===== src/common/tmtwo_cfg.svh =====
// Constants for the timer two capture/reload block
`ifndef TMTWO_CFG_SVH
`define TMTWO_CFG_SVH

// ----------------------------------------------------------------
// Register offsets
// ----------------------------------------------------------------
`define TMTWO_ADDR_W        8
`define TMTWO_OFS_CTRL      8'hc8
`define TMTWO_OFS_RCL       8'hca
`define TMTWO_OFS_RCH       8'hcb
`define TMTWO_OFS_CNTL      8'hcc
`define TMTWO_OFS_CNTH      8'hcd
`define TMTWO_OFS_AUX       8'hce

// ----------------------------------------------------------------
// Control register fields
// ----------------------------------------------------------------
`define TMTWO_BIT_OVF       7
`define TMTWO_BIT_EXF       6
`define TMTWO_BIT_RXSEL     5
`define TMTWO_BIT_TXSEL     4
`define TMTWO_BIT_TRIGEN    3
`define TMTWO_BIT_RUN       2
`define TMTWO_BIT_CTSEL     1
`define TMTWO_BIT_CAPSEL    0

// Auxiliary register fields
`define TMTWO_BIT_OUTEN     0
`define TMTWO_BIT_IRQEN     1
`define TMTWO_BIT_GIE       2

// ----------------------------------------------------------------
// Reset values and counter constants
// ----------------------------------------------------------------
`define TMTWO_RST_BYTE      8'h00
`define TMTWO_RST_WORD      16'h0000
`define TMTWO_CNT_ONES      16'hffff
`define TMTWO_CNT_ONE       16'h0001

`endif


===== src/common/tmtwo_pkg.sv =====
// Types for the timer two capture/reload block
package tmtwo_pkg;

    typedef struct packed {
        logic       ovf;
        logic       exf;
        logic       rx_sel;
        logic       tx_sel;
        logic       trig_en;
        logic       run;
        logic       ct_sel;
        logic       cap_sel;
    } tmtwo_ctrl_t;

    typedef struct packed {
        logic [7:0] addr;
        logic [7:0] wdata;
        logic       wr;
        logic       rd;
    } tmtwo_bus_t;

    typedef enum logic {
        TMTWO_PH_A,
        TMTWO_PH_B
    } tmtwo_phase_t;

endpackage


===== src/hdl/tmtwo_timer.sv =====
// Timer two: 16-bit counter with auto-reload, capture and baud output
//
// Notes on behaviour
// - Overflow flag sets on every wrap unless a serial clock select is 1.
// - Edge flag sets when a trigger edge causes capture or reload.
// - Receive select 1 routes this overflow as the serial receive clock.
// - Transmit select 1 routes this overflow as the serial transmit clock.
// - Trigger edges act only with trigger enable 1 and both selects 0.
// - The count advances only while run control is 1.
// - In timer mode the count steps once every two system clocks.
// - In counter mode the count steps on each count pin falling edge.
// - Reload mode reloads on overflow and on enabled trigger edges.
// - Capture mode captures on enabled trigger edges, no overflow reload.
// - Any serial select forces auto-reload on overflow.
// - The reload/capture pair is read/write and resets to zero.
// - The count pair is read/write and resets to zero.
// - With output enable set, a pin toggles on each overflow.
// - The interrupt asks only with its enable and global enable set.
`include "tmtwo_cfg.svh"
`timescale 1ns/100ps
`default_nettype none

module tmtwo_timer (
    input  wire logic       clk,
    input  wire logic       rstn,
    input  wire logic [7:0] addr,
    input  wire logic [7:0] wdata,
    input  wire logic       wr,
    input  wire logic       rd,
    output var  logic [7:0] rdata,
    input  wire logic       count_input_pin,
    input  wire logic       trigger_pin,
    input  wire logic       t1_ovf,
    output var  logic       uart_rx_clk,
    output var  logic       uart_tx_clk,
    output var  logic       ovf_out,
    output var  logic       ovf_out_oe_n,
    output var  logic       irq
);

    // ------------------------------------------------------------
    // Bus capture
    // ------------------------------------------------------------
    tmtwo_pkg::tmtwo_bus_t bus;
    assign bus = '{addr: addr, wdata: wdata, wr: wr, rd: rd};

    // ------------------------------------------------------------
    // Pin synchronisers and edge detect
    // ------------------------------------------------------------
    logic [1:0] cnt_sync_r;
    logic [1:0] cnt_sync_nxt;
    logic [1:0] trg_sync_r;
    logic [1:0] trg_sync_nxt;
    logic       cnt_prev_r;
    logic       trg_prev_r;
    logic       cnt_fall;
    logic       trg_fall;

    always_comb begin
        cnt_sync_nxt = {cnt_sync_r[0], count_input_pin};
        trg_sync_nxt = {trg_sync_r[0], trigger_pin};
    end

    always_ff @(posedge clk) begin
        if (!rstn) begin
            cnt_sync_r <= 2'h3;
            trg_sync_r <= 2'h3;
            cnt_prev_r <= 1'b1;
            trg_prev_r <= 1'b1;
        end else begin
            cnt_sync_r <= cnt_sync_nxt;
            trg_sync_r <= trg_sync_nxt;
            cnt_prev_r <= cnt_sync_r[1];
            trg_prev_r <= trg_sync_r[1];
        end
    end

    assign cnt_fall = cnt_prev_r & ~cnt_sync_r[1];
    assign trg_fall = trg_prev_r & ~trg_sync_r[1];

    // ------------------------------------------------------------
    // Counter, flags and registers
    // ------------------------------------------------------------
    tmtwo_pkg::tmtwo_ctrl_t  ctrl_r;
    tmtwo_pkg::tmtwo_ctrl_t  ctrl_nxt;
    tmtwo_pkg::tmtwo_phase_t phase_r;
    tmtwo_pkg::tmtwo_phase_t phase_nxt;
    logic [15:0] cnt_r;
    logic [15:0] cnt_nxt;
    logic [15:0] rcap_r;
    logic [15:0] rcap_nxt;
    logic [2:0]  aux_r;
    logic [2:0]  aux_nxt;
    logic        ovf_tgl_r;
    logic        ovf_tgl_nxt;
    logic        ovf_pulse_r;
    logic        ovf_pulse_nxt;
    logic        step;
    logic        wrap;
    logic        baud;
    logic        trig_act;

    assign baud     = ctrl_r.rx_sel | ctrl_r.tx_sel;
    assign trig_act = trg_fall & ctrl_r.trig_en & ~baud;
    assign step     = ctrl_r.run & (ctrl_r.ct_sel ? cnt_fall
                      : (phase_r == tmtwo_pkg::TMTWO_PH_B));
    assign wrap     = step & (cnt_r == `TMTWO_CNT_ONES);

    always_comb begin
        ctrl_nxt      = ctrl_r;
        cnt_nxt       = cnt_r;
        rcap_nxt      = rcap_r;
        aux_nxt       = aux_r;
        ovf_tgl_nxt   = ovf_tgl_r;
        ovf_pulse_nxt = wrap;
        phase_nxt     = phase_r;
        if (ctrl_r.run && !ctrl_r.ct_sel) begin
            phase_nxt = (phase_r == tmtwo_pkg::TMTWO_PH_A)
                      ? tmtwo_pkg::TMTWO_PH_B
                      : tmtwo_pkg::TMTWO_PH_A;
        end
        // Software writes first so hardware events below win
        if (bus.wr) begin
            unique case (bus.addr)
                `TMTWO_OFS_CTRL: ctrl_nxt = bus.wdata;
                `TMTWO_OFS_RCL:  rcap_nxt[7:0] = bus.wdata;
                `TMTWO_OFS_RCH:  rcap_nxt[15:8] = bus.wdata;
                `TMTWO_OFS_CNTL: cnt_nxt[7:0] = bus.wdata;
                `TMTWO_OFS_CNTH: cnt_nxt[15:8] = bus.wdata;
                `TMTWO_OFS_AUX:  aux_nxt = bus.wdata[2:0];
                default: ;
            endcase
        end
        if (step) begin
            cnt_nxt = 16'(cnt_r + `TMTWO_CNT_ONE);
        end
        if (wrap) begin
            ovf_tgl_nxt = ~ovf_tgl_r;
            if (!baud) begin
                ctrl_nxt.ovf = 1'b1;
            end
            if (baud || !ctrl_r.cap_sel) begin
                cnt_nxt = rcap_r;
            end
        end
        if (trig_act) begin
            ctrl_nxt.exf = 1'b1;
            if (ctrl_r.cap_sel) begin
                rcap_nxt = cnt_r;
            end else begin
                cnt_nxt = rcap_r;
            end
        end
    end

    always_ff @(posedge clk) begin
        if (!rstn) begin
            ctrl_r      <= `TMTWO_RST_BYTE;
            cnt_r       <= `TMTWO_RST_WORD;
            rcap_r      <= `TMTWO_RST_WORD;
            aux_r       <= 3'h0;
            ovf_tgl_r   <= 1'b0;
            ovf_pulse_r <= 1'b0;
            phase_r     <= tmtwo_pkg::TMTWO_PH_A;
        end else begin
            ctrl_r      <= ctrl_nxt;
            cnt_r       <= cnt_nxt;
            rcap_r      <= rcap_nxt;
            aux_r       <= aux_nxt;
            ovf_tgl_r   <= ovf_tgl_nxt;
            ovf_pulse_r <= ovf_pulse_nxt;
            phase_r     <= phase_nxt;
        end
    end

    // ------------------------------------------------------------
    // Read port and outputs
    // ------------------------------------------------------------
    logic [7:0] rdata_nxt;
    logic       rxc_nxt;
    logic       txc_nxt;
    logic       irq_nxt;

    always_comb begin
        rdata_nxt = `TMTWO_RST_BYTE;
        if (bus.rd) begin
            unique case (bus.addr)
                `TMTWO_OFS_CTRL: rdata_nxt = ctrl_r;
                `TMTWO_OFS_RCL:  rdata_nxt = rcap_r[7:0];
                `TMTWO_OFS_RCH:  rdata_nxt = rcap_r[15:8];
                `TMTWO_OFS_CNTL: rdata_nxt = cnt_r[7:0];
                `TMTWO_OFS_CNTH: rdata_nxt = cnt_r[15:8];
                `TMTWO_OFS_AUX:  rdata_nxt = {5'h00, aux_r};
                default:         rdata_nxt = `TMTWO_RST_BYTE;
            endcase
        end
        rxc_nxt = ctrl_nxt.rx_sel ? ovf_pulse_nxt : t1_ovf;
        txc_nxt = ctrl_nxt.tx_sel ? ovf_pulse_nxt : t1_ovf;
        irq_nxt = aux_nxt[`TMTWO_BIT_IRQEN] & aux_nxt[`TMTWO_BIT_GIE]
                  & (ctrl_nxt.ovf | ctrl_nxt.exf);
    end

    always_ff @(posedge clk) begin
        if (!rstn) begin
            rdata        <= `TMTWO_RST_BYTE;
            uart_rx_clk  <= 1'b0;
            uart_tx_clk  <= 1'b0;
            ovf_out      <= 1'b0;
            ovf_out_oe_n <= 1'b1;
            irq          <= 1'b0;
        end else begin
            rdata        <= rdata_nxt;
            uart_rx_clk  <= rxc_nxt;
            uart_tx_clk  <= txc_nxt;
            ovf_out      <= ovf_tgl_nxt;
            ovf_out_oe_n <= ~aux_nxt[`TMTWO_BIT_OUTEN];
            irq          <= irq_nxt;
        end
    end
endmodule

`default_nettype wire


===== config.mk =====
export PLATFORM = sky130hd
export DESIGN_NAME = tmtwo_timer
export DESIGN_NICKNAME = d
export VERILOG_FILES = /design/src/common/tmtwo_pkg.sv /design/src/hdl/tmtwo_timer.sv
export VERILOG_INCLUDE_DIRS = /design/src /design/src/common
export SDC_FILE = /design/constraint.sdc
export NUM_CORES = 1
export LEC_CHECK = 0
export BUFFER_PORTS_ARGS = -buffer_cell sky130_fd_sc_hd__buf_2
export CAP_MARGIN = 20
export CORE_MARGIN = 5
export CORE_UTILIZATION = 45
export CTS_CLUSTER_SIZE = 8
export DETAILED_ROUTE_END_ITERATION = 12
export GPL_TIMING_DRIVEN = 0
export PLACE_DENSITY = 0.72
export SLEW_MARGIN = 10
export SYNTH_ARGS = -nofsm -noshare
export SYNTH_HDL_FRONTEND = slang
export SYNTH_SLANG_ARGS = --single-unit

===== constraint.sdc =====
create_clock -name clk -period 2.6 [get_ports clk]
set_input_delay 0 -clock clk [delete_from_list [all_inputs] [get_ports clk]]
set_output_delay 0 -clock clk [all_outputs]
set_load 0.02 [all_outputs]

==> results.tsv, run 1 <==
stage	metric	value	unit
synth	synth.avg_cell_area	8.482	sq um
routing	drt_iter0_drc	343	
sta	max-slew-margin-rel	32.36	%
die	io_pins	36	
synth	synth_cell_types	57	
global_route	antenna_found_initial	0	
clock_tree	clock-root-buffer	clkbuf_8	
place	place.gp.congestion	0.9832	
routing	routedWlPerCell	18.50	um
synth	synthesis.nets	395	
synth	synthArstFlopShare	0	%
power	leakage	0.001439	uW
sta	min_period_over_period	91.02	%
synth	synth_ff_type	dfxtp_1	
setup_path	path_max_fanout	10	
clock_tree	cts-buffers-inserted	9	
setup_path	slowest_stage	or4_4	
synth	synth_top_area_share	40.08	%
power	power.total	1831	uW
sta	slew_violations	0	
routing	via_count	3178	
final_layout	layout.nets	447	
synth	synth_seq_cells	63	
status	outcome	complete, no violations	
synth	ys_seq_area_share	40.08	%
place	io_buffers	34	
global_route	grt_max_degree	11	
synth	synth_enable_flop_cells	0	
die	die_width	93.63	um
power	irDropWorstVdd	0.4392	mV
synth	syn-cell-area	3147	sq um
power	power.density	497.8	nW/um^2
sta	max_freq	422.6	MHz
clock_tree	clk_pin_slew	0.06	ns
setup_path	cp-start-kind	flip-flop	
clock_tree	clockBufferDepth	2	
sta	fin_tns_setup	0	ns
sta	min_period	2.366	ns
routing	via_per_inst	6.100	
setup_path	cp.arrival	2.59	ns
sta	tightest_slew	1.006	ns
routing	routed_wl	9639	um
synth	synth_warnings	0	
die	core_region_area	6794	sq um
final_layout	final_cell_mix	63 x dfxtp_1, 46 x a21oi_1, 40 x buf_2, 31 x nand2_1, 30 x nor2_1	
global_route	grtUsageTotal	22.82	%
setup_path	crit_buf_inv	1	
final_layout	drive_above_1_share	16.47	%
sta	rsz0062_at_grt	no	
setup_path	required	2.82	ns
place	hpwl	6834	um
sta	setup_viol	0	
routing	postRouteAntennaNets	0	
routing	dr.pass1.iters	7	
final_layout	final_common_cell	dfxtp_1	
final_layout	syn_to_final_growth	16.86	%
sta	skew	0.004194	ns
global_route	grt.overflow.total	0	
die	start_util	46.32	%
synth	synthCells	371	
setup_path	path_cells	ha_1, nand2_1, or4_4, nor3_4, o21ai_2, buf_2, o21ai_0, a31oi_1	
routing	drc	0	
global_route	grt_first_pass_wirelength	15310	um
die	rows	30	
clock_tree	post_cts_resized	0	
clock_tree	cts_sinks	63	
synth	yosysTopAreaCell	dfxtp_1	
sta	hold_viol	0	
clock_tree	cts_tree	yes	
setup_path	crit_path_end_kind	flip-flop	
clock_tree	ctsHoldBuffers	7	
die	fp.dieH	93.63	um
setup_path	cpPeakStageDelay	0.48	ns
synth	synth_area_leaders	dfxtp_1 40%, mux2i_1 8.3%, a21oi_1 7.3%	
clock_tree	clk_latency	0.34	ns
global_route	grt_pass1_vias	2963	
setup_path	crit_type	reg -> reg	
die	die_area	8766	sq um
flow_run	maxCapViolCount	0	
hold_path	min_path_type	in -> reg	
clock_tree	post-cts-setup-buffer-count	0	
setup_path	crit_family	simple AND/OR/NAND/NOR gates	
final_layout	num_antenna_cells	0	
clock_tree	htreeDepth	3	
-- worst register-to-register path: cells and delay by family, from the launching register on --
| family | cells | cell delay [ns] |
|---|---|---|
| AND/OR/NAND/NOR | 3 | 0.88 |
| flip-flops | 1 | 0.45 |
| AO/OA/AOI/OAI | 3 | 0.41 |
| buffers and inverters | 1 | 0.24 |
| adder cells (fa/ha/maj) | 1 | 0.27 |
-- logic make-up after synthesis --
| logic type | Yosys count | share of synthesized area (%) |
|---|---|---|
| and+or+nand+nor | 123 | 20.72 |
| xor gates and xnor gates | 6 | 1.670 |
| AOI/OAI and AO/OA | 122 | 24.10 |
| adders and majority gates | 1 | 0.3976 |
| muxes | 28 | 8.986 |
| DFF | 63 | 40.08 |
| buffers and inverters | 28 | 4.056 |
-- synth_stat cells (all sizes together), types with 2 or more instances --
cell type,count
nand2,33
inv,3
xnor2,4
nand2b,7
nor2,30
a31oi,7
buf,8
a211oi,3
dfxtp,63
o21a,2
a21oi,46
a22oi,10
nor4,3
o2111ai,2
or3,4
nor3,13
or2,2
a222oi,6
nand3b,2
nand4,3
and3,2
a2111oi,2
o21bai,2
o221ai,2
nand3,14
mux2i,26
mux2,2
xor2,2
clkbuf,16
o211ai,6
o21ai,28
nor2b,3
-- per-layer routing --
metal | track usage (%) | up-vias | share of wire [%]
met5 | 0 | - | 0
met4 | 12.15 | 0 | 4.2
li1 | - | 1474 | -
met1 | 30.38 | 1475 | 42
met2 | 33.17 | 189 | 44
met3 | 6.597 | 40 | 9.9
-- state kept, by name, summed over array words and instances (netlist names) --
signal        flops
rdata             8
uart_tx_clk       1
cnt_r            16
ovf_out_oe_n      1
trg_sync_r        2
irq               1
phase_r           1
cnt_sync_r        2
aux_r             3
cnt_prev_r        1
trg_prev_r        1
ctrl_r            8
ovf_out           1
rcap_r           16
uart_rx_clk       1
-- where the power goes --
group          switching (uW)  internal, uW
sequential               2.72           972
clock                     346           406
combinational            65.1          39.3
-- path summary, 6_finish.rpt --
kind | endpoint | cells past startpoint | slack (ns) | from
min reg2reg | trg_sync_r[1]$_SDFF_PN1_ | 1 | 0.42 | trg_sync_r[0]$_SDFF_PN1_
max | cnt_r[7]$_SDFF_PN0_ | 8 | 0.23 | cnt_r[0]$_SDFF_PN0_
min | rdata[2]$_SDFF_PN0_ | 3 | 0.02 | rd
max reg2reg | cnt_r[7]$_SDFF_PN0_ | 8 | 0.23 | cnt_r[0]$_SDFF_PN0_
-- cell type report --
class / instances / area (sq um)
Fill cell: 616 / 3117
Multi-Input combinational cell: 280 / 1758
Clock buffer: 12 / 165.2
Inverter: 4 / 15.01
Clock inverter: 1 / 5.005
Tap cell: 96 / 120.1
Timing Repair Buffer: 41 / 240.2
Buffer: 24 / 112.6
Sequential cell: 63 / 1261
-- per-stage QoR --
step | hold slack, ns | worst slack [ns] | util, % | cells | instance area [sq um]
6_report | 0.02137 | 0.2335 | 54.13 | 521 | 3677
5_1_grt | 0.02000 | 0.04150 | 54.13 | 521 | 3677
4_1_cts | 0.01548 | 0.2780 | 54.13 | 521 | 3677
3_5_place_dp | 0.1855 | 0.3083 | 50.59 | 501 | 3437
3_3_place_gp | 0.1807 | 0.3244 | 50.59 | 501 | 3437
2_1_floorplan | 0.1015 | 0.6665 | - | 371 | 3147
Note: power is estimated with default switching activity, not from simulation.
==> inputs of run 2 (changes only) <==
==> constraint.sdc (replaced) <==
create_clock -name clk -period 2.6 [get_ports clk]
set_input_delay 0.13 -clock clk [delete_from_list [all_inputs] [get_ports clk]]
set_output_delay 0.13 -clock clk [all_outputs]
set_load 0.02 [all_outputs]
==> results.tsv, run 2 (synthesis gave the netlist of run 1 again) <==
stage	metric	value	unit
setup_path	crit_path_end_kind	flip-flop	
routing	via_per_inst	6.147	
sta	setup_viol	0	
sta	tightest_slew	1.000	ns
final_layout	final_cell_mix	63 x dfxtp_1, 46 x a21oi_1, 40 x buf_2, 31 x nand2_1, 30 x nor2_1	
sta	rsz0062_at_grt	no	
routing	dr.pass1.iters	5	
power	switching_share	22.60	%
routing	routedWlPerCell	18.66	um
clock_tree	clockBufferDepth	2	
clock_tree	post-cts-setup-buffer-count	0	
clock_tree	clk_pin_slew	0.06	ns
final_layout	top_regs	cnt_r x16, rcap_r x16	
die	rows	30	
place	hpwl	6834	um
routing	via_count	3172	
place	place.gp.congestion	0.9832	
clock_tree	cts_tree	yes	
routing	drc	0	
sta	skew	0.003560	ns
clock_tree	clock-root-buffer	clkbuf_8	
power	intPower	1412	uW
final_layout	nFillCells	621	
sta	max_freq	422.7	MHz
sta	hold_viol	0	
power	power_frac_seq	53.4	%
sta	min_period_over_period	90.99	%
final_layout	num_antenna_cells	0	
sta	fin_tns_setup	0	ns
die	start_util	46.32	%
clock_tree	htreeDepth	3	
place	dp.cells	501	
routing	drt_iter0_drc	346	
clock_tree	cts_sinks	63	
final_layout	final_common_cell	dfxtp_1	
global_route	grt_first_pass_wirelength	15270	um
routing	routed_wl	9626	um
global_route	grt_max_degree	11	
hold_path	min_path_type	in -> reg	
final_layout	seq_area	1261	sq um
final_layout	fin_cells	516	
global_route	grt_pass1_vias	2950	
setup_path	required	2.82	ns
die	io_pins	36	
power	power_switching	412.2	uW
clock_tree	cts-buffers-inserted	9	
setup_path	crit_type	reg -> reg	
setup_path	cp-start-kind	flip-flop	
die	core_region_area	6794	sq um
global_route	antenna_found_initial	0	
die	fp.dieH	93.63	um
setup_path	path_max_fanout	10	
place	io_buffers	34	
power	irDropWorstVdd	0.4330	mV
setup_path	cp.arrival	2.59	ns
power	combPwrFrac	5.4	%
status	outcome	complete, no violations	
global_route	grtUsageTotal	22.76	%
sta	slew_violations	0	
sta	min_period	2.366	ns
flow_run	maxCapViolCount	0	
power	clkPwrFrac	41.2	%
final_layout	utilization	53.39	%
die	die_width	93.63	um
final_layout	drive_above_1_share	16.67	%
final_layout	multi_input_area	1758	sq um
clock_tree	post_cts_resized	0	
clock_tree	clk_latency	0.34	ns
power	leakage	0.001418	uW
sta	max-slew-margin-rel	32.76	%
final_layout	layout.nets	442	
global_route	grt.overflow.total	0	
die	die_area	8766	sq um
power	power.density	503.0	nW/um^2
final_layout	syn_to_final_growth	15.27	%
routing	postRouteAntennaNets	0	
-- run 2: changes by cell type in the layout (fill, tap and decap cells not counted) --
cell	delta
dlygate4sd3_1	-5
-- run 2: cell type report --
class	instances	area share, %
Buffer	24	3.105
Clock inverter	1	0.1380
Timing Repair Buffer	36	5.243
Sequential cell	63	34.77
Clock buffer	12	4.553
Multi-Input combinational cell	280	48.47
Tap cell	96	3.311
Inverter	4	0.4139
-- run 2: worst max-delay path, stage by stage (launching register included) --
cell and delay (ns):
dfxtp_1 0.44, ha_1 0.26, nand2_1 0.10, or4_4 0.48, nor3_4 0.30, o21ai_2 0.18
buf_2 0.24, o21ai_0 0.18, a31oi_1 0.06
-- run 2: stage by stage --
stage | hold slack (ns) | cell area [sq um] | setup WS (ns) | power, uW
2_1_floorplan | 0.2315 | 3147 | 0.6665 | 1044
6_report | 0.04651 | 3627 | 0.2343 | 1824
5_1_grt | 0.04756 | 3627 | 0.04150 | 1890
4_1_cts | 0.04137 | 3627 | 0.2780 | 1831
3_5_place_dp | 0.3155 | 3437 | 0.2653 | 1090
3_3_place_gp | 0.3107 | 3437 | 0.3030 | 1088
-- run 2: power groups by stage --
stage	Clock [uW]	Sequential [uW]	Combinational (uW)
6_report	751	974	99.0
5_1_grt	810	974	106
4_1_cts	760	974	96.9
3_5_place_dp	0	996	94.2
3_3_place_gp	0	995	92.7
2_1_floorplan	0	997	47.4
-- run 2: path summary, 6_finish.rpt --
| path | from | end | slack (ns) | depth (start not counted) |
|---|---|---|---|---|
| setup / recovery | cnt_r[0]$_SDFF_PN0_ | cnt_r[7]$_SDFF_PN0_ | 0.23 | 8 |
| hold / removal | t1_ovf | uart_tx_clk$_SDFF_PN0_ | 0.05 | 3 |
| setup reg to reg | cnt_r[0]$_SDFF_PN0_ | cnt_r[7]$_SDFF_PN0_ | 0.23 | 8 |
| hold reg to reg | trg_sync_r[0]$_SDFF_PN1_ | trg_sync_r[1]$_SDFF_PN1_ | 0.42 | 1 |
-- run 2: per-layer routing --
metal / vias to the layer above / share of wire, % / track usage (%)
li1: 1469 / - / -
met1: 1460 / 42 / 30.23
met4: 0 / 4.3 / 12.15
met3: 37 / 10 / 6.758
met2: 206 / 43 / 33.06
met5: - / 0 / 0
-- run 2: timing repair --
action	in CTS	in global routing
setup endpoints to repair	0	0
hold buffers	2	0
endpoints found under the hold margin	2	0
